==> src/rtl/fpmc_pkg.sv <==
// Shared constants and types for the front panel mode controller
package fpmc_pkg;

  // Panel modes
  typedef enum logic {
    FPMC_MODE_INPUT,
    FPMC_MODE_OUTPUT
  } fpmc_mode_type;

  // Register bus geometry
  localparam int ADDR_W   = 8;
  localparam int DATA_W   = 32;

  // Register byte offsets
  localparam logic [7:0] OFS_CTRL   = 8'h00;
  localparam logic [7:0] OFS_OPT1   = 8'h04;
  localparam logic [7:0] OFS_OPT2   = 8'h08;
  localparam logic [7:0] OFS_GAIN   = 8'h0c;
  localparam logic [7:0] OFS_VOL    = 8'h10;
  localparam logic [7:0] OFS_STATUS = 8'h14;

  // Control register fields
  localparam int CTRL_MODE  = 0;
  localparam int CTRL_CH    = 1;
  localparam int CTRL_OUT   = 2;
  localparam int CTRL_MUTE  = 3;

  // Option flag positions inside each channel's six flags
  localparam int OPT_SRC    = 0;
  localparam int OPT_FILTER = 1;
  localparam int OPT_PHANT  = 2;
  localparam int OPT_PAD    = 3;
  localparam int OPT_POL    = 4;
  localparam int OPT_LINK   = 5;
  localparam int NUM_OPT    = 6;

  // Pin vector positions
  localparam int PIN_INBTN  = 0;
  localparam int PIN_OUTBTN = 1;
  localparam int PIN_KSW    = 2;
  localparam int PIN_CW     = 3;
  localparam int PIN_CCW    = 4;
  localparam int PIN_OPT0   = 5;
  localparam int PIN_DET    = 11;
  localparam int NUM_PIN    = 12;

  // Values after reset, level limits and level step
  localparam logic [7:0] GAIN_RST = 8'h40;
  localparam logic [7:0] VOL_RST  = 8'h40;
  localparam logic [7:0] LVL_MAX  = 8'hff;
  localparam logic [7:0] LVL_MIN  = 8'h00;
  localparam logic [7:0] LVL_STEP = 8'h01;

  // Bus responses
  localparam logic [1:0] RESP_OKAY   = 2'b00;
  localparam logic [1:0] RESP_SLVERR = 2'b10;

endpackage

==> src/rtl/fpmc_top.sv <==
// Front panel mode controller with AXI4-Lite host access
//
// Functional notes
// - Exactly one mode is held; each mode button enters its own mode.
// - Input button in input mode swaps channel; from output it only enters.
// - Knob switch in input mode also swaps the selected channel.
// - Source option flips selected channel between mic and line.
// - Plug detect forces channel one to instrument jack; only channel one.
// - Each channel has exactly one of mic, line, instrument active.
// - In input mode knob rotation raises or lowers selected channel gain.
// - Six option flags per channel; option buttons change them only in input mode.
// - Option lamp bright when on, dim when off, dark when unavailable.
// - In output mode option presses are ignored and lamps are dark.
// - Output button in output mode swaps speaker and phones.
// - In output mode rotation changes only the selected output volume.
// - Knob switch with speaker selected toggles mute; phones never muted.
// - Mute with speaker selected turns ring and speaker lamp red.
// - Ring shows gain of selected channel or volume of selected output.
// - Pad is available only for the mic source.
// - Phantom power is available only for the mic source.
// - Filter flag enables the rumble high-pass on that channel.
// - Polarity flag inverts the channel's input sign.
// - With stereo pair on, input changes apply to both channels.
// - Stereo pair cannot be switched on while the plug is detected.
`timescale 1ns/1ns
module fpmc_top (
  input  wire logic        aclk,
  input  wire logic        aresetn,
  // Panel pins, asynchronous to aclk
  input  wire logic        input_btn,
  input  wire logic        output_btn,
  input  wire logic        knob_sw,
  input  wire logic        knob_cw,
  input  wire logic        knob_ccw,
  input  wire logic [5:0]  opt_btn,
  input  wire logic        inst_detect,
  // AXI4-Lite slave
  input  wire logic [7:0]  s_axi_awaddr,
  input  wire logic        s_axi_awvalid,
  output logic             s_axi_awready,
  input  wire logic [31:0] s_axi_wdata,
  input  wire logic [3:0]  s_axi_wstrb,
  input  wire logic        s_axi_wvalid,
  output logic             s_axi_wready,
  output logic [1:0]       s_axi_bresp,
  output logic             s_axi_bvalid,
  input  wire logic        s_axi_bready,
  input  wire logic [7:0]  s_axi_araddr,
  input  wire logic        s_axi_arvalid,
  output logic             s_axi_arready,
  output logic [31:0]      s_axi_rdata,
  output logic [1:0]       s_axi_rresp,
  output logic             s_axi_rvalid,
  input  wire logic        s_axi_rready,
  // Lamps
  output logic             channel_one_lamp,
  output logic             channel_two_lamp,
  output logic             src_mic_lamp,
  output logic             src_line_lamp,
  output logic             instrument_jack_lamp,
  output logic             speaker_lamp,
  output logic             speaker_lamp_red,
  output logic             phones_lamp,
  output logic [5:0]       opt_bright,
  output logic [5:0]       opt_dim,
  output logic [7:0]       ring_level,
  output logic             ring_red,
  // Audio path controls, index 0 is channel one
  output logic [1:0]       route_mic,
  output logic [1:0]       route_line,
  output logic             route_instrument,
  output logic [1:0]       phantom_power_enable,
  output logic [1:0]       pad_enable,
  output logic [1:0]       rumble_cut_enable,
  output logic [1:0]       polarity_invert,
  output logic [7:0]       gain_ch1,
  output logic [7:0]       gain_ch2,
  output logic [7:0]       speaker_volume,
  output logic [7:0]       phones_volume,
  output logic             speaker_mute
);

  typedef struct packed {
    logic [fpmc_pkg::NUM_PIN-1:0]            sy1;
    logic [fpmc_pkg::NUM_PIN-1:0]            sy2;
    logic [fpmc_pkg::NUM_PIN-1:0]            prev;
    fpmc_pkg::fpmc_mode_type                 mode;
    logic                                    sel_ch;
    logic                                    sel_out;
    logic                                    mute;
    logic [1:0][fpmc_pkg::NUM_OPT-1:0]       opt;
    logic [1:0][7:0]                         gain;
    logic [7:0]                              vol_spk;
    logic [7:0]                              vol_hp;
    logic                                    aw_full;
    logic [7:0]                              aw_addr;
    logic                                    w_full;
    logic [31:0]                             w_data;
    logic [3:0]                              w_strb;
    logic                                    awready;
    logic                                    wready;
    logic                                    bvalid;
    logic [1:0]                              bresp;
    logic                                    arready;
    logic                                    rvalid;
    logic [31:0]                             rdata;
    logic [1:0]                              rresp;
    logic                                    ch1_lamp;
    logic                                    ch2_lamp;
    logic                                    mic_lamp;
    logic                                    line_lamp;
    logic                                    inst_lamp;
    logic                                    spk_lamp;
    logic                                    spk_red;
    logic                                    hp_lamp;
    logic [5:0]                              bright;
    logic [5:0]                              dim;
    logic [7:0]                              ring;
    logic                                    ring_red;
    logic [1:0]                              r_mic;
    logic [1:0]                              r_line;
    logic                                    r_inst;
    logic [1:0]                              r_phant;
    logic [1:0]                              r_pad;
    logic [1:0]                              r_hpf;
    logic [1:0]                              r_pol;
  } fpmc_state_type;

  fpmc_state_type s_r;
  fpmc_state_type s_nxt;

  // Saturating level steps
  function automatic logic [7:0] lvl_up(input logic [7:0] v);
    lvl_up = (v == fpmc_pkg::LVL_MAX) ? v : v + fpmc_pkg::LVL_STEP;
  endfunction

  function automatic logic [7:0] lvl_dn(input logic [7:0] v);
    lvl_dn = (v == fpmc_pkg::LVL_MIN) ? v : v - fpmc_pkg::LVL_STEP;
  endfunction

  // Whole next state: sync, panel events, host access, lamps
  always_comb begin
    logic [10:0] press;
    logic        det;
    logic        sel;
    logic        linked;
    logic        turn_up;
    logic        turn_dn;
    logic [1:0]  inst;
    logic [1:0]  mic;
    logic [5:0]  avail;
    logic [7:0]  g;
    logic        wr_go;
    logic [31:0] rd;
    logic [1:0]  rsp;
    press   = '0;
    det     = 1'b0;
    sel     = 1'b0;
    linked  = 1'b0;
    turn_up = 1'b0;
    turn_dn = 1'b0;
    inst    = '0;
    mic     = '0;
    avail   = '0;
    g       = '0;
    wr_go   = 1'b0;
    rd      = '0;
    rsp     = fpmc_pkg::RESP_OKAY;
    s_nxt   = s_r;

    // Two-flop sync; edges are taken on the second stage only
    s_nxt.sy1  = {inst_detect, opt_btn, knob_ccw, knob_cw, knob_sw,
                  output_btn, input_btn};
    s_nxt.sy2  = s_r.sy1;
    s_nxt.prev = s_r.sy2;
    press      = s_r.sy2[10:0] & ~s_r.prev[10:0];
    det        = s_r.sy2[fpmc_pkg::PIN_DET];
    sel        = s_r.sel_ch;
    linked     = s_r.opt[0][fpmc_pkg::OPT_LINK];
    // Both directions at once cancel rather than guess
    turn_up    = press[fpmc_pkg::PIN_CW] & ~press[fpmc_pkg::PIN_CCW];
    turn_dn    = press[fpmc_pkg::PIN_CCW] & ~press[fpmc_pkg::PIN_CW];

    // Effective source per channel
    inst = {1'b0, det};
    for (int c = 0; c < 2; c++) begin
      mic[c] = ~inst[c] & ~s_r.opt[c][fpmc_pkg::OPT_SRC];
    end

    // Availability of each option on the selected channel
    avail                       = 6'h3f;
    avail[fpmc_pkg::OPT_SRC]    = ~inst[sel];
    avail[fpmc_pkg::OPT_PHANT]  = mic[sel];
    avail[fpmc_pkg::OPT_PAD]    = mic[sel];
    avail[fpmc_pkg::OPT_LINK]   = ~det;

    // Panel events; mode buttons take priority over the rest
    if (press[fpmc_pkg::PIN_INBTN]) begin
      if (s_r.mode == fpmc_pkg::FPMC_MODE_INPUT) begin
        s_nxt.sel_ch = ~s_r.sel_ch;
      end
      s_nxt.mode = fpmc_pkg::FPMC_MODE_INPUT;
    end else if (press[fpmc_pkg::PIN_OUTBTN]) begin
      if (s_r.mode == fpmc_pkg::FPMC_MODE_OUTPUT) begin
        s_nxt.sel_out = ~s_r.sel_out;
      end
      s_nxt.mode = fpmc_pkg::FPMC_MODE_OUTPUT;
    end else if (s_r.mode == fpmc_pkg::FPMC_MODE_INPUT) begin
      if (press[fpmc_pkg::PIN_KSW]) begin
        s_nxt.sel_ch = ~s_r.sel_ch;
      end
      // Gain of the selected channel, mirrored when paired
      g = s_r.gain[sel];
      if (turn_up) begin
        g = lvl_up(g);
      end else if (turn_dn) begin
        g = lvl_dn(g);
      end
      s_nxt.gain[sel] = g;
      if (linked) begin
        s_nxt.gain[~sel] = g;
      end
      // Option buttons act on the selected channel, and on both when paired
      for (int k = 0; k < fpmc_pkg::NUM_OPT; k++) begin
        if (press[fpmc_pkg::PIN_OPT0 + k] && avail[k]) begin
          if (k == fpmc_pkg::OPT_LINK) begin
            // Pair flag is kept equal on both channels
            s_nxt.opt[0][k] = ~linked;
            s_nxt.opt[1][k] = ~linked;
          end else begin
            s_nxt.opt[sel][k] = ~s_r.opt[sel][k];
            if (linked) begin
              s_nxt.opt[~sel][k] = ~s_r.opt[sel][k];
            end
          end
        end
      end
    end else begin
      // Output mode: option buttons fall through untouched
      if (press[fpmc_pkg::PIN_KSW] && !s_r.sel_out) begin
        s_nxt.mute = ~s_r.mute;
      end
      if (s_r.sel_out) begin
        if (turn_up) begin
          s_nxt.vol_hp = lvl_up(s_r.vol_hp);
        end else if (turn_dn) begin
          s_nxt.vol_hp = lvl_dn(s_r.vol_hp);
        end
      end else begin
        if (turn_up) begin
          s_nxt.vol_spk = lvl_up(s_r.vol_spk);
        end else if (turn_dn) begin
          s_nxt.vol_spk = lvl_dn(s_r.vol_spk);
        end
      end
    end

    // Write address and data are taken independently
    if (s_axi_awvalid && s_r.awready) begin
      s_nxt.aw_full = 1'b1;
      s_nxt.aw_addr = s_axi_awaddr;
    end
    if (s_axi_wvalid && s_r.wready) begin
      s_nxt.w_full = 1'b1;
      s_nxt.w_data = s_axi_wdata;
      s_nxt.w_strb = s_axi_wstrb;
    end
    if (s_r.bvalid && s_axi_bready) begin
      s_nxt.bvalid = 1'b0;
    end
    wr_go = s_r.aw_full & s_r.w_full & ~s_r.bvalid;

    // Host writes land after panel events, so the host wins a tie
    if (wr_go) begin
      s_nxt.aw_full = 1'b0;
      s_nxt.w_full  = 1'b0;
      s_nxt.bvalid  = 1'b1;
      s_nxt.bresp   = fpmc_pkg::RESP_OKAY;
      unique case (s_r.aw_addr)
        fpmc_pkg::OFS_CTRL: begin
          if (s_r.w_strb[0]) begin
            s_nxt.mode    = fpmc_pkg::fpmc_mode_type'(
                              s_r.w_data[fpmc_pkg::CTRL_MODE]);
            s_nxt.sel_ch  = s_r.w_data[fpmc_pkg::CTRL_CH];
            s_nxt.sel_out = s_r.w_data[fpmc_pkg::CTRL_OUT];
            s_nxt.mute    = s_r.w_data[fpmc_pkg::CTRL_MUTE];
          end
        end
        fpmc_pkg::OFS_OPT1, fpmc_pkg::OFS_OPT2: begin
          if (s_r.w_strb[0]) begin
            g = {7'h00, s_r.aw_addr == fpmc_pkg::OFS_OPT2};
            s_nxt.opt[g[0]] = s_r.w_data[5:0];
            // Pair flag copied to both, still refused under a plug
            s_nxt.opt[0][fpmc_pkg::OPT_LINK] =
              s_r.w_data[fpmc_pkg::OPT_LINK] & ~det;
            s_nxt.opt[1][fpmc_pkg::OPT_LINK] =
              s_r.w_data[fpmc_pkg::OPT_LINK] & ~det;
          end
        end
        fpmc_pkg::OFS_GAIN: begin
          if (s_r.w_strb[0]) begin
            s_nxt.gain[0] = s_r.w_data[7:0];
          end
          if (s_r.w_strb[1]) begin
            s_nxt.gain[1] = s_r.w_data[15:8];
          end
        end
        fpmc_pkg::OFS_VOL: begin
          if (s_r.w_strb[0]) begin
            s_nxt.vol_spk = s_r.w_data[7:0];
          end
          if (s_r.w_strb[1]) begin
            s_nxt.vol_hp = s_r.w_data[15:8];
          end
        end
        fpmc_pkg::OFS_STATUS: begin
          // Read-only; write is accepted and dropped
        end
        default: begin
          s_nxt.bresp = fpmc_pkg::RESP_SLVERR;
        end
      endcase
    end

    // Pair cannot survive an inserted plug
    if (det) begin
      s_nxt.opt[0][fpmc_pkg::OPT_LINK] = 1'b0;
      s_nxt.opt[1][fpmc_pkg::OPT_LINK] = 1'b0;
    end

    // Read channel; data is captured at the address handshake
    if (s_r.rvalid && s_axi_rready) begin
      s_nxt.rvalid = 1'b0;
    end
    if (s_axi_arvalid && s_r.arready) begin
      unique case (s_axi_araddr)
        fpmc_pkg::OFS_CTRL: begin
          rd[fpmc_pkg::CTRL_MODE] = s_r.mode;
          rd[fpmc_pkg::CTRL_CH]   = s_r.sel_ch;
          rd[fpmc_pkg::CTRL_OUT]  = s_r.sel_out;
          rd[fpmc_pkg::CTRL_MUTE] = s_r.mute;
        end
        fpmc_pkg::OFS_OPT1:   rd[5:0]  = s_r.opt[0];
        fpmc_pkg::OFS_OPT2:   rd[5:0]  = s_r.opt[1];
        fpmc_pkg::OFS_GAIN:   rd[15:0] = {s_r.gain[1], s_r.gain[0]};
        fpmc_pkg::OFS_VOL:    rd[15:0] = {s_r.vol_hp, s_r.vol_spk};
        fpmc_pkg::OFS_STATUS: rd[4:0]  = {mic, s_r.sy2[fpmc_pkg::PIN_DET],
                                          s_r.prev[fpmc_pkg::PIN_DET],
                                          det};
        default: begin
          rsp = fpmc_pkg::RESP_SLVERR;
        end
      endcase
      s_nxt.rvalid = 1'b1;
      s_nxt.rdata  = rd;
      s_nxt.rresp  = rsp;
    end

    // Each ready only while its own slot holds nothing and no response is pending
    s_nxt.awready = ~s_nxt.aw_full & ~s_nxt.bvalid;
    s_nxt.wready  = ~s_nxt.w_full & ~s_nxt.bvalid;
    s_nxt.arready = ~s_nxt.rvalid;

    // Lamps and routing follow the next state, so they align with it
    inst = {1'b0, s_nxt.sy2[fpmc_pkg::PIN_DET]};
    for (int c = 0; c < 2; c++) begin
      mic[c]            = ~inst[c] & ~s_nxt.opt[c][fpmc_pkg::OPT_SRC];
      s_nxt.r_mic[c]    = mic[c];
      s_nxt.r_line[c]   = ~inst[c] & s_nxt.opt[c][fpmc_pkg::OPT_SRC];
      s_nxt.r_phant[c]  = mic[c] & s_nxt.opt[c][fpmc_pkg::OPT_PHANT];
      s_nxt.r_pad[c]    = mic[c] & s_nxt.opt[c][fpmc_pkg::OPT_PAD];
      s_nxt.r_hpf[c]    = s_nxt.opt[c][fpmc_pkg::OPT_FILTER];
      s_nxt.r_pol[c]    = s_nxt.opt[c][fpmc_pkg::OPT_POL];
    end
    s_nxt.r_inst    = inst[0];
    sel             = s_nxt.sel_ch;
    s_nxt.ch1_lamp  = ~sel;
    s_nxt.ch2_lamp  = sel;
    s_nxt.mic_lamp  = s_nxt.r_mic[sel];
    s_nxt.line_lamp = s_nxt.r_line[sel];
    s_nxt.inst_lamp = inst[sel];

    avail                      = 6'h3f;
    avail[fpmc_pkg::OPT_SRC]   = ~inst[sel];
    avail[fpmc_pkg::OPT_PHANT] = mic[sel];
    avail[fpmc_pkg::OPT_PAD]   = mic[sel];
    avail[fpmc_pkg::OPT_LINK]  = ~inst[0];
    if (s_nxt.mode == fpmc_pkg::FPMC_MODE_INPUT) begin
      s_nxt.bright = avail & s_nxt.opt[sel];
      s_nxt.dim    = avail & ~s_nxt.opt[sel];
      s_nxt.ring   = s_nxt.gain[sel];
      s_nxt.spk_lamp = 1'b0;
      s_nxt.hp_lamp  = 1'b0;
    end else begin
      s_nxt.bright = '0;
      s_nxt.dim    = '0;
      s_nxt.ring   = s_nxt.sel_out ? s_nxt.vol_hp : s_nxt.vol_spk;
      s_nxt.spk_lamp = ~s_nxt.sel_out;
      s_nxt.hp_lamp  = s_nxt.sel_out;
    end
    s_nxt.spk_red  = s_nxt.spk_lamp & s_nxt.mute;
    s_nxt.ring_red = s_nxt.spk_lamp & s_nxt.mute;
  end

  // State register; reset clears every field, then loads gains and volumes
  always_ff @(posedge aclk) begin
    if (!aresetn) begin
      s_r         <= '0;
      s_r.gain    <= {fpmc_pkg::GAIN_RST, fpmc_pkg::GAIN_RST};
      s_r.vol_spk <= fpmc_pkg::VOL_RST;
      s_r.vol_hp  <= fpmc_pkg::VOL_RST;
    end else begin
      s_r <= s_nxt;
    end
  end

  // Outputs straight from the state flops
  assign s_axi_awready        = s_r.awready;
  assign s_axi_wready         = s_r.wready;
  assign s_axi_bresp          = s_r.bresp;
  assign s_axi_bvalid         = s_r.bvalid;
  assign s_axi_arready        = s_r.arready;
  assign s_axi_rdata          = s_r.rdata;
  assign s_axi_rresp          = s_r.rresp;
  assign s_axi_rvalid         = s_r.rvalid;
  assign channel_one_lamp     = s_r.ch1_lamp;
  assign channel_two_lamp     = s_r.ch2_lamp;
  assign src_mic_lamp         = s_r.mic_lamp;
  assign src_line_lamp        = s_r.line_lamp;
  assign instrument_jack_lamp = s_r.inst_lamp;
  assign speaker_lamp         = s_r.spk_lamp;
  assign speaker_lamp_red     = s_r.spk_red;
  assign phones_lamp          = s_r.hp_lamp;
  assign opt_bright           = s_r.bright;
  assign opt_dim              = s_r.dim;
  assign ring_level           = s_r.ring;
  assign ring_red             = s_r.ring_red;
  assign route_mic            = s_r.r_mic;
  assign route_line           = s_r.r_line;
  assign route_instrument     = s_r.r_inst;
  assign phantom_power_enable = s_r.r_phant;
  assign pad_enable           = s_r.r_pad;
  assign rumble_cut_enable    = s_r.r_hpf;
  assign polarity_invert      = s_r.r_pol;
  assign gain_ch1             = s_r.gain[0];
  assign gain_ch2             = s_r.gain[1];
  assign speaker_volume       = s_r.vol_spk;
  assign phones_volume        = s_r.vol_hp;
  // Mute only ever reaches the speaker path
  assign speaker_mute         = s_r.mute;

endmodule

==> config.mk <==
export PLATFORM = sky130hd
export DESIGN_NAME = fpmc_top
export DESIGN_NICKNAME = d
export VERILOG_FILES = /design/src/rtl/fpmc_pkg.sv /design/src/rtl/fpmc_top.sv
export SDC_FILE = /design/constraint.sdc
export NUM_CORES = 1
export LEC_CHECK = 0
export BUFFER_PORTS_ARGS = -buffer_cell sky130_fd_sc_hd__buf_2
export CAP_MARGIN = 10
export CELL_PAD_IN_SITES_DETAIL_PLACEMENT = 1
export CELL_PAD_IN_SITES_GLOBAL_PLACEMENT = 2
export CORE_ASPECT_RATIO = 0.6
export CORE_UTILIZATION = 29
export CTS_CLUSTER_SIZE = 12
export DETAILED_ROUTE_END_ITERATION = 16
export GPL_ROUTABILITY_DRIVEN = 0
export PLACE_DENSITY = 0.76
export SYNTH_ARGS = -nofsm -noshare
export SYNTH_HDL_FRONTEND = slang
export SYNTH_SLANG_ARGS = --single-unit
==> constraint.sdc <==
create_clock -name aclk -period 2.8 [get_ports aclk]
set_input_delay 0.14 -clock aclk [delete_from_list [all_inputs] [get_ports aclk]]
set_output_delay 0.14 -clock aclk [all_outputs]
set_load 0.02 [all_outputs]
-- After elaboration in Yosys (flattened, before gate mapping)
Cells that the tools add are included.
- flip-flop bits (word level): 195
- input bits: 71
- word-level logic and storage cells: 281
- add/subtract/negate cells: 6
- order comparisons: 7
- equality and inequality tests: 13
- mux-type cells: 141
- bitwise logic cells: 47
- reduce and logical (&&, ||, !) cells: 24
- operator list (cell ; number):
    $mux 12 ; 25
    $mux 8 ; 29
    $bwmux 12 ; 11
    $demux 6 s1 ; 11
    $mux 16 ; 4
    $mux 49 ; 1
    $mux 46 ; 1
    $mux 45 ; 1
    $logic_not 8->1 ; 5
    $mux 37 ; 1
    $mux 35 ; 1
    $bwmux 16 ; 2
    $eq 8x4->1 const B ; 4
    $eq 8x5->1 const B ; 4
    $mux 28 ; 1
    $mux 1 ; 27
    $not 1->1 ; 27
    $add 8x1->8 const B ; 3
    $eq 8x8->1 const B ; 3
    $pmux 4 s6 ; 1
    $sub 8x1->8 const B ; 3
    $mux 5 ; 4
    $pmux 10 s2 ; 1
    $mux 6 ; 3
    other kinds (20) ; 65

-- Longest topological paths before layout
Gate-level depths: netlist of run 1.
- word-level depth: 49
- gate-level depth with buffers: 13
- gate-level depth less buffers: 11

-- Worst setup path after synthesis of run 1
No wires, ideal clock.
- kind: register to register
- from: register s_r[175] (netlist name)
- to: register s_r (netlist bit ring_level[5])
- data arrival time: 2.953 ns
- data required time: 2.673 ns
- path slack: -0.280 ns
- stages on the path, launching flop included: 11
- clock period less this slack: 3.080 ns
- path through: dfxtp_1 buf_2 buf_1 mux2i_1 ha_1 o21ai_0 o31ai_1 o32ai_1 o21ai_0 a21oi_1 or3_1
- cells in the longest elaborated chain, start to end: 21
- elaborated cells between the ends (all ways): 44
- ends and longest elaborated chain (item ; RTL line ; RTL):
    start: declaration ; fpmc_top.sv:129 ; fpmc_state_type s_r;
    start signal: assignment ; fpmc_top.sv:413 ; s_r <= s_nxt;
    $mux 8 (implied by the code) (2 in series) ; fpmc_top.sv:213 ; g = s_r.gain[sel];
    $sub 8x1->8 / $logic_not 8->1 (equally long branches) ; fpmc_top.sv:138 ; lvl_dn = (v == fpmc_pkg::LVL_MIN) ? v : v - fpmc_pkg::LVL_STEP;
    $mux 8 ; fpmc_top.sv:138 ;
    $mux 8 ; fpmc_top.sv:216 ; end else if (turn_dn) begin
    $mux 8 ; fpmc_top.sv:214 ; if (turn_up) begin
    $mux 8 ; fpmc_top.sv:208 ; end else if (s_r.mode == fpmc_pkg::FPMC_MODE_INPUT) begin
    $mux 8 ; fpmc_top.sv:203 ; end else if (press[fpmc_pkg::PIN_OUTBTN]) begin
    $mux 8 ; fpmc_top.sv:198 ; if (press[fpmc_pkg::PIN_INBTN]) begin
    (+3 left out) ; n/a ;
    $mux 28 ; fpmc_top.sv:208 ;
    $mux 45 ; fpmc_top.sv:203 ;
    $mux 46 ; fpmc_top.sv:198 ;
    $mux 8, on equally long branches ; fpmc_top.sv:301, fpmc_top.sv:304 ;
    $mux 16 ; fpmc_top.sv:279 ; unique case (s_r.aw_addr)
    $mux 49 * ; fpmc_top.sv:274 ; if (wr_go) begin
    $mux 8 (implied by the code) * (2 in series) ; fpmc_top.sv:391 ; s_nxt.ring = s_nxt.gain[sel];
    $mux 8 * ; fpmc_top.sv:388 ; if (s_nxt.mode == fpmc_pkg::FPMC_MODE_INPUT) begin
Every way passes the cells marked *; elsewhere a longest branch is shown, timed or not. The select of a mux whose other input is x is not followed.
A chain may end at the register's enable or synchronous reset.

-- Worst setup path after layout of run 1
- from: register s_r (netlist bit phones_volume[1])
- to: register s_r (netlist bit ring_level[0])
- cells in the longest elaborated chain, start to end: 13
- elaborated cells between the ends (all ways): 15
- ends and longest elaborated chain (item ; RTL line ; RTL):
    $logic_not 8->1 ; fpmc_top.sv:138 ;
    $mux 8 ; fpmc_top.sv:138 ;
    $mux 8 ; fpmc_top.sv:246 ; end else if (turn_dn) begin
    $mux 8 * ; fpmc_top.sv:244 ; if (turn_up) begin
    $mux 8 * ; fpmc_top.sv:243 ; if (s_r.sel_out) begin
    $mux 16 * ; fpmc_top.sv:208 ;
    $mux 45 * ; fpmc_top.sv:203 ;
    $mux 46 * ; fpmc_top.sv:198 ;
    $mux 8 ; fpmc_top.sv:312 ; if (s_r.w_strb[1]) begin
    $mux 16 ; fpmc_top.sv:279 ;
    $mux 49 * ; fpmc_top.sv:274 ;
    $mux 8 * ; fpmc_top.sv:397 ; s_nxt.ring = s_nxt.sel_out ? s_nxt.vol_hp : s_nxt.vol_spk;
    $mux 8 * ; fpmc_top.sv:388 ;
Every way passes the cells marked *; elsewhere a longest branch is shown, timed or not.

==> impl_metrics.env, run 1 <==
export IMPL_cts_sinks=169
export IMPL_io_pins=187
export IMPL_drt_vias_per_instance=5.20
export IMPL_finalInstanceArea_mm2=0.0116
export IMPL_netlist_instances=1165
export IMPL_vdd_drop_max_v=0.000468
export IMPL_routed_via_count=9228
export IMPL_path_class="reg -> reg"
export IMPL_grt_usage_pct=23.9
export IMPL_grt_first_pass_wirelength_mm=57.8
export IMPL_period_needed_ns=2.65
export IMPL_fin_cells=1774
export IMPL_power_density_mw_per_mm2=571
export IMPL_drc=0
export IMPL_antenna_left=0
export IMPL_cts_tree="yes"
export IMPL_p_leak_nw=4.94
export IMPL_finalSetupViolations=0
export IMPL_drtPass1Iterations=5
export IMPL_seqCellArea_mm2=0.00338
export IMPL_multi_input_area_mm2=0.00493
export IMPL_root_buffer="clkbuf_16"
export IMPL_drt_total_wl_mm=39.0
export IMPL_clkTransAtPathRegs_ns=0.08
export IMPL_floorplan_initialDensity_pct=29.6
export IMPL_crit_path_end_kind="flip-flop"
export IMPL_synthMuxAreaShare_pct=4.69
export IMPL_grt_busiest_layer="met1"
export IMPL_ys_warn_count=0
export IMPL_postLayoutSetupSlackWorst_ns=0.150
export IMPL_synth_top_family_by_area="simple AND/OR/NAND/NOR gates"
export IMPL_overflow=0
export IMPL_synth_fa_ha_area_share_pct=1.22
export IMPL_synth_distinct_cells=78
export IMPL_use_met3_pct=6.25
export IMPL_synth_top_cell_area_share_pct=36.5
export IMPL_synth_edf_count=0
export IMPL_cap_violations=0
export IMPL_yosys_area_share_simple_pct=25.5
export IMPL_worst_path_max_fanout=3
export IMPL_cp_required_ns=3.12
export IMPL_status="complete, no violations"
export IMPL_placedInstanceArea_mm2=0.0105
export IMPL_post_cts_setup_buffers=0
export IMPL_hold_depth=3
export IMPL_synth_compound_area_share_pct=19.1
export IMPL_timing_hold_ws_ns=0.0373
export IMPL_io_buffer_count=150
export IMPL_grt_max_degree=58
export IMPL_dpl_cell_count=1702
export IMPL_final_cell_mix="dfxtp_1 (168), buf_2 (150), nand2_1 (130), buf_4 (120), nor2_1 (119)"
export IMPL_hold_viol_final=0
export IMPL_max_freq_mhz=377
export IMPL_antenna_found_initial=1
export IMPL_setup_tns_ns=0
export IMPL_row_count=50
export IMPL_gr_usage_met1_pct=38.2
export IMPL_hold_class="in -> reg"
export IMPL_dieArea_mm2=0.0327
export IMPL_finClkSkew_ns=0.0152
export IMPL_hpwl_mm=29.9
export IMPL_synth_xor_area_share_pct=1.04
export IMPL_die_h_um=140
export IMPL_maxSlewHeadroom_pct=52.2
export IMPL_post_drt_wl_per_cell_um=22.0
export IMPL_nNetsFinal=1425
export IMPL_drt_iter0_drc=894
export IMPL_worstMarginPinSlew_ns=0.718
export IMPL_synth_yosys_seq_area_share_pct=36.5
export IMPL_cts_path_max_buffers=2
export IMPL_worstPathArrival_ns=2.97
export IMPL_clk_latency_ns=0.46
export IMPL_grt_util_met2_pct=30.9
export IMPL_final_max_slew_violation_count=0
export IMPL_antenna_cells=0
export IMPL_grt_pass1_vias=9084
export IMPL_crit_path_start_kind="flip-flop"
export IMPL_place_ws_ns=0.0781
export IMPL_fp_dieW_um=233
export IMPL_core_mm2=0.0313
export IMPL_r2r_cells=10
export IMPL_final_common_cell="dfxtp_1"
export IMPL_layout_drive_gt1_share_pct=25.8
export IMPL_postSynthAreaPerCell_um2=7.95
export IMPL_synth_area_leader_cell="dfxtp_1"
export IMPL_synthToLayoutAreaGrowth_pct=25.5
export IMPL_synth_main_ff_cell="dfxtp_1"
export IMPL_ys_ff_latch=169
export IMPL_fill_cells=3762
export IMPL_synth_area_top_cells="dfxtp_1 (37%), buf_4 (8.3%), nand2_1 (5.3%)"
export IMPL_timing_final_crit_share_pct=94.7
export IMPL_netlist_area_mm2=0.00927
export IMPL_synthArstFlopShare_pct=0
export IMPL_cts_max_level=4
export IMPL_numCtsBuffers=17
through the flow:
step	util, %	power (mW)
2_1_floorplan	-	3.58
3_3_place_gp	33.6	4.03
3_5_place_dp	33.6	4.06
4_1_cts	36.9	6.64
5_1_grt	37.2	6.89
6_report	37.2	6.64
worst max-delay path, cell delays in order, from the launching register on:
cell and delay (ns):
dfxtp_1 0.34, inv_1 0.09, ha_1 0.17, or3b_2 0.50, o211ai_1 0.30, a21oi_1 0.14
xnor2_1 0.19, o21ai_0 0.18, nor2b_1 0.18, o21ai_0 0.24, o221ai_1 0.18
power breakdown:
part	internal [mW]	switching (mW)	leakage, nW
sequential	2.55	0.155	1.38
combinational	0.554	0.838	3.26
clock	1.38	1.16	0.299
synth_stat cells (all sizes together), types with 12 or more instances:
cell / number
nand2: 131
nor2: 121
nor2b: 14
nor3: 38
mux2i: 31
o211ai: 12
a221oi: 13
nand3: 27
a21oi: 78
clkbuf: 59
inv: 22
buf: 109
a211oi: 18
and2: 60
nand2b: 16
o21ai: 53
dfxtp: 169
layout make-up:
| class | count | share of cell area (%) |
|---|---|---|
| Multi-Input combinational cell | 822 | 42.4 |
| Timing Repair Buffer | 312 | 17.9 |
| Sequential cell | 169 | 29.1 |
| Clock inverter | 14 | 1.55 |
| Clock buffer | 18 | 3.78 |
| Inverter | 23 | 0.742 |
| Tap cell | 416 | 4.48 |
kinds of logic (layout without fill, tap and decap cells):
family | Yosys count | after routing
AOI/OAI and AO/OA | 264 | 264
xor gates and xnor gates | 11 | 11
adders and majority gates | 9 | 9
buffers and inverters | 191 | 367
DFF | 169 | 169
muxes | 42 | 42
other | 1 | 18
and+or+nand+nor | 478 | 478
flip-flops by register name, indices dropped and copies added, names as in the netlist, 2 cells and up:
name / flops
gain_ch2: 8
route_mic: 2
s_r: 55
ring_level: 8
speaker_volume: 8
s_nxt: 24
opt_dim: 6
gain_ch1: 8
phones_volume: 8
phantom_power_enable: 2
opt_bright: 6
s_axi_rdata: 16
pad_enable: 2
final timing paths:
| path | from | endpoint | slack, ns |
|---|---|---|---|
| max reg2reg | phones_volume[1]$_SDFF_PN0_ | ring_level[0]$_SDFF_PN0_ | 0.15 |
| max | phones_volume[1]$_SDFF_PN0_ | ring_level[0]$_SDFF_PN0_ | 0.15 |
| min reg2reg | s_nxt[196]$_SDFF_PN0_ | s_nxt[184]$_SDFF_PN0_ | 0.44 |
| min | aresetn | s_r[119]$_SDFF_PN0_ | 0.04 |
metal layers:
metal  wire (um)  up-vias
met5          83        -
met4         316        2
met3        3260       28
met2       14700      353
met1       20600     4515
li1            -     4330
timing repair:
action / 4_1_cts / 5_1_grt
hold buffers: 40 / 0
hold endpoints to repair: 40 / 0
gates resized for setup: 0 / 21
endpoints found under the setup margin: 0 / 21
No activity file was read; power rests on OpenSTA's default activity.
==> run 2: changes to the inputs <==
--- a/config.mk
+++ b/config.mk
@@ -8,13 +8,13 @@
 export BUFFER_PORTS_ARGS = -buffer_cell sky130_fd_sc_hd__buf_2
 export CAP_MARGIN = 10
 export CELL_PAD_IN_SITES_DETAIL_PLACEMENT = 1
-export CELL_PAD_IN_SITES_GLOBAL_PLACEMENT = 2
+export CELL_PAD_IN_SITES_GLOBAL_PLACEMENT = 1
 export CORE_ASPECT_RATIO = 0.6
-export CORE_UTILIZATION = 29
+export CORE_UTILIZATION = 32
 export CTS_CLUSTER_SIZE = 12
 export DETAILED_ROUTE_END_ITERATION = 16
 export GPL_ROUTABILITY_DRIVEN = 0
-export PLACE_DENSITY = 0.76
+export PLACE_DENSITY = 0.67
 export SYNTH_ARGS = -nofsm -noshare
 export SYNTH_HDL_FRONTEND = slang
 export SYNTH_SLANG_ARGS = --single-unit
==> run 2 against run 1 <==
Effect of this change:
- power fell by 2.7%
- clock skew fell by 0.0030 ns
- via count up 0.36%
- wire length down 4.1%
- sequential share of layout area up 0.57 points
- first-iteration DRC count increased by 7.6%
- register-to-register slack worse by 0.05 ns
- critical path type unchanged
- largest cell class unchanged
==> impl_metrics.env, run 2 (synthesized netlist as in run 1, its figures left out) <==
export IMPL_synthToLayoutAreaGrowth_pct=23.1
export IMPL_grt_usage_pct=24.9
export IMPL_seqCellArea_mm2=0.00338
export IMPL_crit_path_end_kind="flip-flop"
export IMPL_timing_final_crit_share_pct=96.4
export IMPL_final_max_slew_violation_count=0
export IMPL_power_internal_mw=4.43
export IMPL_finClkSkew_ns=0.0121
export IMPL_drt_iter0_drc=962
export IMPL_worstMarginPinSlew_ns=0.669
export IMPL_cts_sinks=169
export IMPL_crit_path_start_kind="flip-flop"
export IMPL_postLayoutSetupSlackWorst_ns=0.101
export IMPL_setup_tns_ns=0
export IMPL_overflow=0
export IMPL_nNetsFinal=1409
export IMPL_clkTransAtPathRegs_ns=0.07
export IMPL_antenna_found_initial=1
export IMPL_largest_register_ffs=55
export IMPL_worst_path_max_fanout=7
export IMPL_worstPathArrival_ns=3.03
export IMPL_clkPwrFrac_pct=36.8
export IMPL_cp_required_ns=3.13
export IMPL_routed_via_count=9261
export IMPL_finalSetupViolations=0
export IMPL_dieArea_mm2=0.0297
export IMPL_hold_viol_final=0
export IMPL_cts_path_max_buffers=2
export IMPL_hpwl_mm=28.6
export IMPL_floorplan_initialDensity_pct=33.1
export IMPL_cts_max_level=4
export IMPL_switchingPower_mw=2.03
export IMPL_hold_class="in -> reg"
export IMPL_drt_vias_per_instance=5.42
export IMPL_clk_latency_ns=0.45
export IMPL_grt_pass1_vias=8906
export IMPL_gr_usage_met1_pct=38.8
export IMPL_path_class="reg -> reg"
export IMPL_io_buffer_count=150
export IMPL_final_common_cell="dfxtp_1"
export IMPL_fp_dieW_um=222
export IMPL_antenna_left=0
export IMPL_top_register="s_r"
export IMPL_root_buffer="clkbuf_16"
export IMPL_finalInstanceArea_mm2=0.0114
export IMPL_post_drt_wl_per_cell_um=21.9
export IMPL_switching_share_pct=31.5
export IMPL_grt_busiest_layer="met1"
export IMPL_drc=0
export IMPL_grt_util_met2_pct=32.2
export IMPL_drtPass1Iterations=5
export IMPL_place_ws_ns=0.0474
export IMPL_multi_input_area_mm2=0.00493
export IMPL_placedInstanceArea_mm2=0.0103
export IMPL_cap_violations=0
export IMPL_grt_first_pass_wirelength_mm=55.4
export IMPL_max_freq_mhz=370
export IMPL_maxSlewHeadroom_pct=55.0
export IMPL_grt_max_degree=48
export IMPL_die_h_um=134
export IMPL_row_count=47
export IMPL_core_mm2=0.0280
export IMPL_p_leak_nw=4.86
export IMPL_layout_drive_gt1_share_pct=25.1
export IMPL_io_pins=187
export IMPL_final_cell_mix="dfxtp_1 (168), buf_2 (150), nand2_1 (130), nor2_1 (119), buf_4 (104)"
export IMPL_vdd_drop_max_v=0.000397
export IMPL_fill_cells=3379
export IMPL_cts_tree="yes"
export IMPL_use_met3_pct=6.92
export IMPL_power_density_mw_per_mm2=566
export IMPL_seq_power_share_pct=42.0
export IMPL_numCtsBuffers=17
export IMPL_period_needed_ns=2.70
export IMPL_status="complete, no violations"
export IMPL_drt_total_wl_mm=37.4
export IMPL_power_frac_comb_pct=21.2
export IMPL_power_mw=6.46
==> run 2: cell count changes in the layout (fill, tap and decap cells not counted), sizes merged <==
| cell | change |
|---|---|
| clkinv | +2 |
| clkbuf | +1 |
| diode | +1 |
| buf | -16 |
| inv | -4 |
==> run 2: power by group through the flow <==
stage	clock (mW)	combinational, mW	sequential [mW]
2_1_floorplan	0	0.875	2.71
3_3_place_gp	0	1.25	2.75
3_5_place_dp	0	1.27	2.75
4_1_cts	2.43	1.32	2.70
5_1_grt	2.54	1.46	2.72
6_report	2.38	1.37	2.71
==> run 2: metrics by stage <==
| step | hold WS [ns] | util, % | instances |
|---|---|---|---|
| 2_1_floorplan | 0.267 | - | 1182 |
| 3_3_place_gp | 0.355 | 36.8 | 1633 |
| 3_5_place_dp | 0.353 | 36.8 | 1633 |
| 4_1_cts | 0.0692 | 40.3 | 1704 |
| 5_1_grt | 0.116 | 40.7 | 1709 |
| 6_report | 0.101 | 40.7 | 1709 |
==> run 2: worst paths after layout <==
check	start	depth (start not counted)	slack (ns)	endpoint
setup reg to reg	phones_volume[1]$_SDFF_PN0_	10	0.10	ring_level[5]$_SDFF_PN0_
hold / removal	s_axi_araddr[1]	3	0.10	s_axi_rresp[1]$_SDFFE_PN0P_
hold reg to reg	s_nxt[198]$_SDFF_PN0_	1	0.44	s_nxt[186]$_SDFF_PN0_
setup / recovery	phones_volume[1]$_SDFF_PN0_	10	0.10	ring_level[5]$_SDFF_PN0_
==> run 2: per-layer routing <==
| layer | wire [um] | vias up |
|---|---|---|
| met5 | 0 | - |
| met3 | 3500 | 38 |
| li1 | - | 4311 |
| met1 | 19400 | 4517 |
| met4 | 543 | 0 |
| met2 | 14000 | 395 |
==> run 2: timing repair <==
item	CTS	global route
setup buffers	0	4
hold endpoints to repair	40	0
pin swaps	0	3
hold buffers	40	0
gates cloned	0	0
resized for setup	2	20
setup endpoints to repair	2	15
==> run 2: layout make-up <==
cell class	count	share of cell area, %
inverters	23	0.790
well taps	367	4.03
clock inverters	12	1.23
multi-input cells	822	43.3
diodes	1	0.0219
flip-flops and latches	169	29.7
repair buffers	296	17.2
clock buffers	19	3.80
==> run 2: critical path: stages, from the launching register on <==
cell and delay (ns):
dfxtp_1 0.42, buf_4 0.21, ha_1 0.26, nand4_1 0.21, o211ai_1 0.30, nor3_1 0.08, a211oi_1 0.25, a41oi_1 0.16
mux2i_1 0.28, nor2_1 0.05, or3_1 0.34
==> run 3: changes to the inputs <==
--- a/config.mk
+++ b/config.mk
@@ -10,11 +10,11 @@
 export CELL_PAD_IN_SITES_DETAIL_PLACEMENT = 1
 export CELL_PAD_IN_SITES_GLOBAL_PLACEMENT = 1
 export CORE_ASPECT_RATIO = 0.6
-export CORE_UTILIZATION = 32
+export CORE_UTILIZATION = 30
 export CTS_CLUSTER_SIZE = 12
 export DETAILED_ROUTE_END_ITERATION = 16
 export GPL_ROUTABILITY_DRIVEN = 0
-export PLACE_DENSITY = 0.67
+export PLACE_DENSITY = 0.64
 export SYNTH_ARGS = -nofsm -noshare
 export SYNTH_HDL_FRONTEND = slang
 export SYNTH_SLANG_ARGS = --single-unit
==> run 3 against run 2 <==
Effect of this change:
- combinational power grew 4%
- sequential share of layout area shrank 0.48 points
- design area grew 1.7%
- worst setup slack lost 0.026 ns
- core utilization shrank 2.3 points
- register-to-register slack lost 0.03 ns
- largest power group unchanged
==> impl_metrics.env, run 3 (synthesized netlist as in run 1, its figures left out) <==
export IMPL_switchingPower_mw=2.07
export IMPL_io_buffer_count=150
export IMPL_place_ws_ns=-0.0363
export IMPL_grt_pass1_vias=9091
export IMPL_antenna_left=0
export IMPL_grt_util_met2_pct=32.2
export IMPL_postLayoutSetupSlackWorst_ns=0.0752
export IMPL_top_register="s_r"
export IMPL_numCtsBuffers=17
export IMPL_worstMarginPinSlew_ns=0.899
export IMPL_floorplan_initialDensity_pct=30.7
export IMPL_drt_iter0_drc=830
export IMPL_drt_vias_per_instance=5.33
export IMPL_core_mm2=0.0302
export IMPL_period_needed_ns=2.72
export IMPL_p_leak_nw=4.93
export IMPL_power_density_mw_per_mm2=561
export IMPL_power_internal_mw=4.44
export IMPL_layout_drive_gt1_share_pct=26.1
export IMPL_cp_required_ns=3.09
export IMPL_final_common_cell="dfxtp_1"
export IMPL_nNetsFinal=1424
export IMPL_finClkSkew_ns=0.0128
export IMPL_hold_class="in -> reg"
export IMPL_row_count=49
export IMPL_antenna_cells=0
export IMPL_cts_max_level=4
export IMPL_timing_final_crit_share_pct=97.3
export IMPL_use_met3_pct=5.73
export IMPL_overflow=0
export IMPL_rsz0062_at_grt="false"
export IMPL_grt_max_degree=74
export IMPL_crit_path_start_kind="flip-flop"
export IMPL_switching_share_pct=31.8
export IMPL_routed_via_count=9389
export IMPL_placedInstanceArea_mm2=0.0105
export IMPL_max_freq_mhz=367
export IMPL_dieArea_mm2=0.0316
export IMPL_synthToLayoutAreaGrowth_pct=25.2
export IMPL_timing_hold_ws_ns=0.0955
export IMPL_seq_power_share_pct=41.7
export IMPL_worst_path_max_fanout=5
export IMPL_cts_path_max_buffers=2
export IMPL_grt_usage_pct=24.3
export IMPL_post_drt_wl_per_cell_um=22.0
export IMPL_power_mw=6.51
export IMPL_status="complete, no violations"
export IMPL_crit_path_end_kind="flip-flop"
export IMPL_vdd_drop_max_v=0.000416
export IMPL_finalInstanceArea_mm2=0.0116
export IMPL_antenna_found_initial=0
export IMPL_clkPwrFrac_pct=36.5
export IMPL_worstPathArrival_ns=3.01
export IMPL_drc=0
export IMPL_root_buffer="clkbuf_16"
export IMPL_hold_viol_final=0
export IMPL_final_cell_mix="dfxtp_1 (168), buf_2 (150), nand2_1 (130), nor2_1 (120), buf_4 (118)"
export IMPL_fp_dieW_um=229
export IMPL_finalSetupViolations=0
export IMPL_power_frac_comb_pct=21.8
export IMPL_cap_violations=0
export IMPL_setup_tns_ns=0
export IMPL_hpwl_mm=29.6
export IMPL_path_class="reg -> reg"
export IMPL_largest_register_ffs=55
export IMPL_maxSlewHeadroom_pct=40.1
export IMPL_grt_first_pass_wirelength_mm=57.6
export IMPL_drt_total_wl_mm=38.8
export IMPL_io_pins=187
export IMPL_grt_busiest_layer="met1"
export IMPL_gr_usage_met1_pct=38.1
export IMPL_cts_tree="yes"
export IMPL_clkTransAtPathRegs_ns=0.07
export IMPL_drtPass1Iterations=5
export IMPL_clk_latency_ns=0.46
export IMPL_final_max_slew_violation_count=0
export IMPL_cts_sinks=169
export IMPL_die_h_um=138
[run 3: cell types whose count changed in the layout (fill, tap and decap cells not counted), moves of 3 or more]
cell | previous run | this run
a211oi_2 | 2 | 5
a211oi_1 | 16 | 13
o21ai_0 | 52 | 49
clkinv_2 | 3 | 0
buf_4 | 104 | 118
[run 3: power by group through the flow]
stage	Combinational [mW]	Sequential, mW	Clock (mW)
floorplan	0.875	2.71	0
global route	1.51	2.72	2.53
CTS	1.36	2.70	2.43
detailed placement	1.31	2.76	0
global placement	1.28	2.76	0
finish	1.42	2.72	2.38
[run 3: final cells by class]
class	instances	area [um^2]
fillers	3648	18600
multi-input cells	822	4970
flip-flops and latches	169	3390
repair buffers	311	2090
well taps	408	510
clock buffers	21	440
clock inverters	9	119
inverters	23	86.3
[run 3: through the flow]
step	util, %	std cells
floorplan	-	1182
global placement	34.8	1692
detailed placement	34.8	1692
CTS	38.1	1762
global route	38.5	1763
finish	38.5	1763
[run 3: routing by layer]
| layer | vias to the layer above | share of wire, % |
|---|---|---|
| met1 | 4614 | 52 |
| met2 | 401 | 38 |
| met3 | 41 | 8.5 |
| met4 | 0 | 1.3 |
| met5 | - | 0 |
| li1 | 4333 | - |
[run 3: final timing paths]
check,from,endpoint,slack (ns),depth (start not counted)
worst min register to register,s_nxt[191]$_SDFF_PN0_,s_nxt[179]$_SDFF_PN0_,0.43,1
worst min-delay path,aresetn,gain_ch2[6]$_SDFF_PN1_,0.1,2
worst max register to register,gain_ch2[5]$_SDFF_PN0_,ring_level[1]$_SDFF_PN0_,0.08,10
worst max-delay path,gain_ch2[5]$_SDFF_PN0_,ring_level[1]$_SDFF_PN0_,0.08,10
[run 3: worst max-delay path, stage by stage, from the launching register on]
cell and delay (ns):
dfxtp_1 0.48, buf_4 0.25, nor3b_1 0.29, o22ai_1 0.18
buf_4 0.18, or2_2 0.27, a221oi_1 0.32, a31oi_1 0.16
nand2_1 0.11, o22a_1 0.15, nand3_1 0.16
[run 3: repair_timing]
action | CTS | global route
hold buffers | 40 | 0
endpoints found under the hold margin | 40 | 0
setup endpoints to repair | 2 | 22
setup buffers | 0 | 1
resized for setup | 3 | 29
pin swaps | 0 | 5
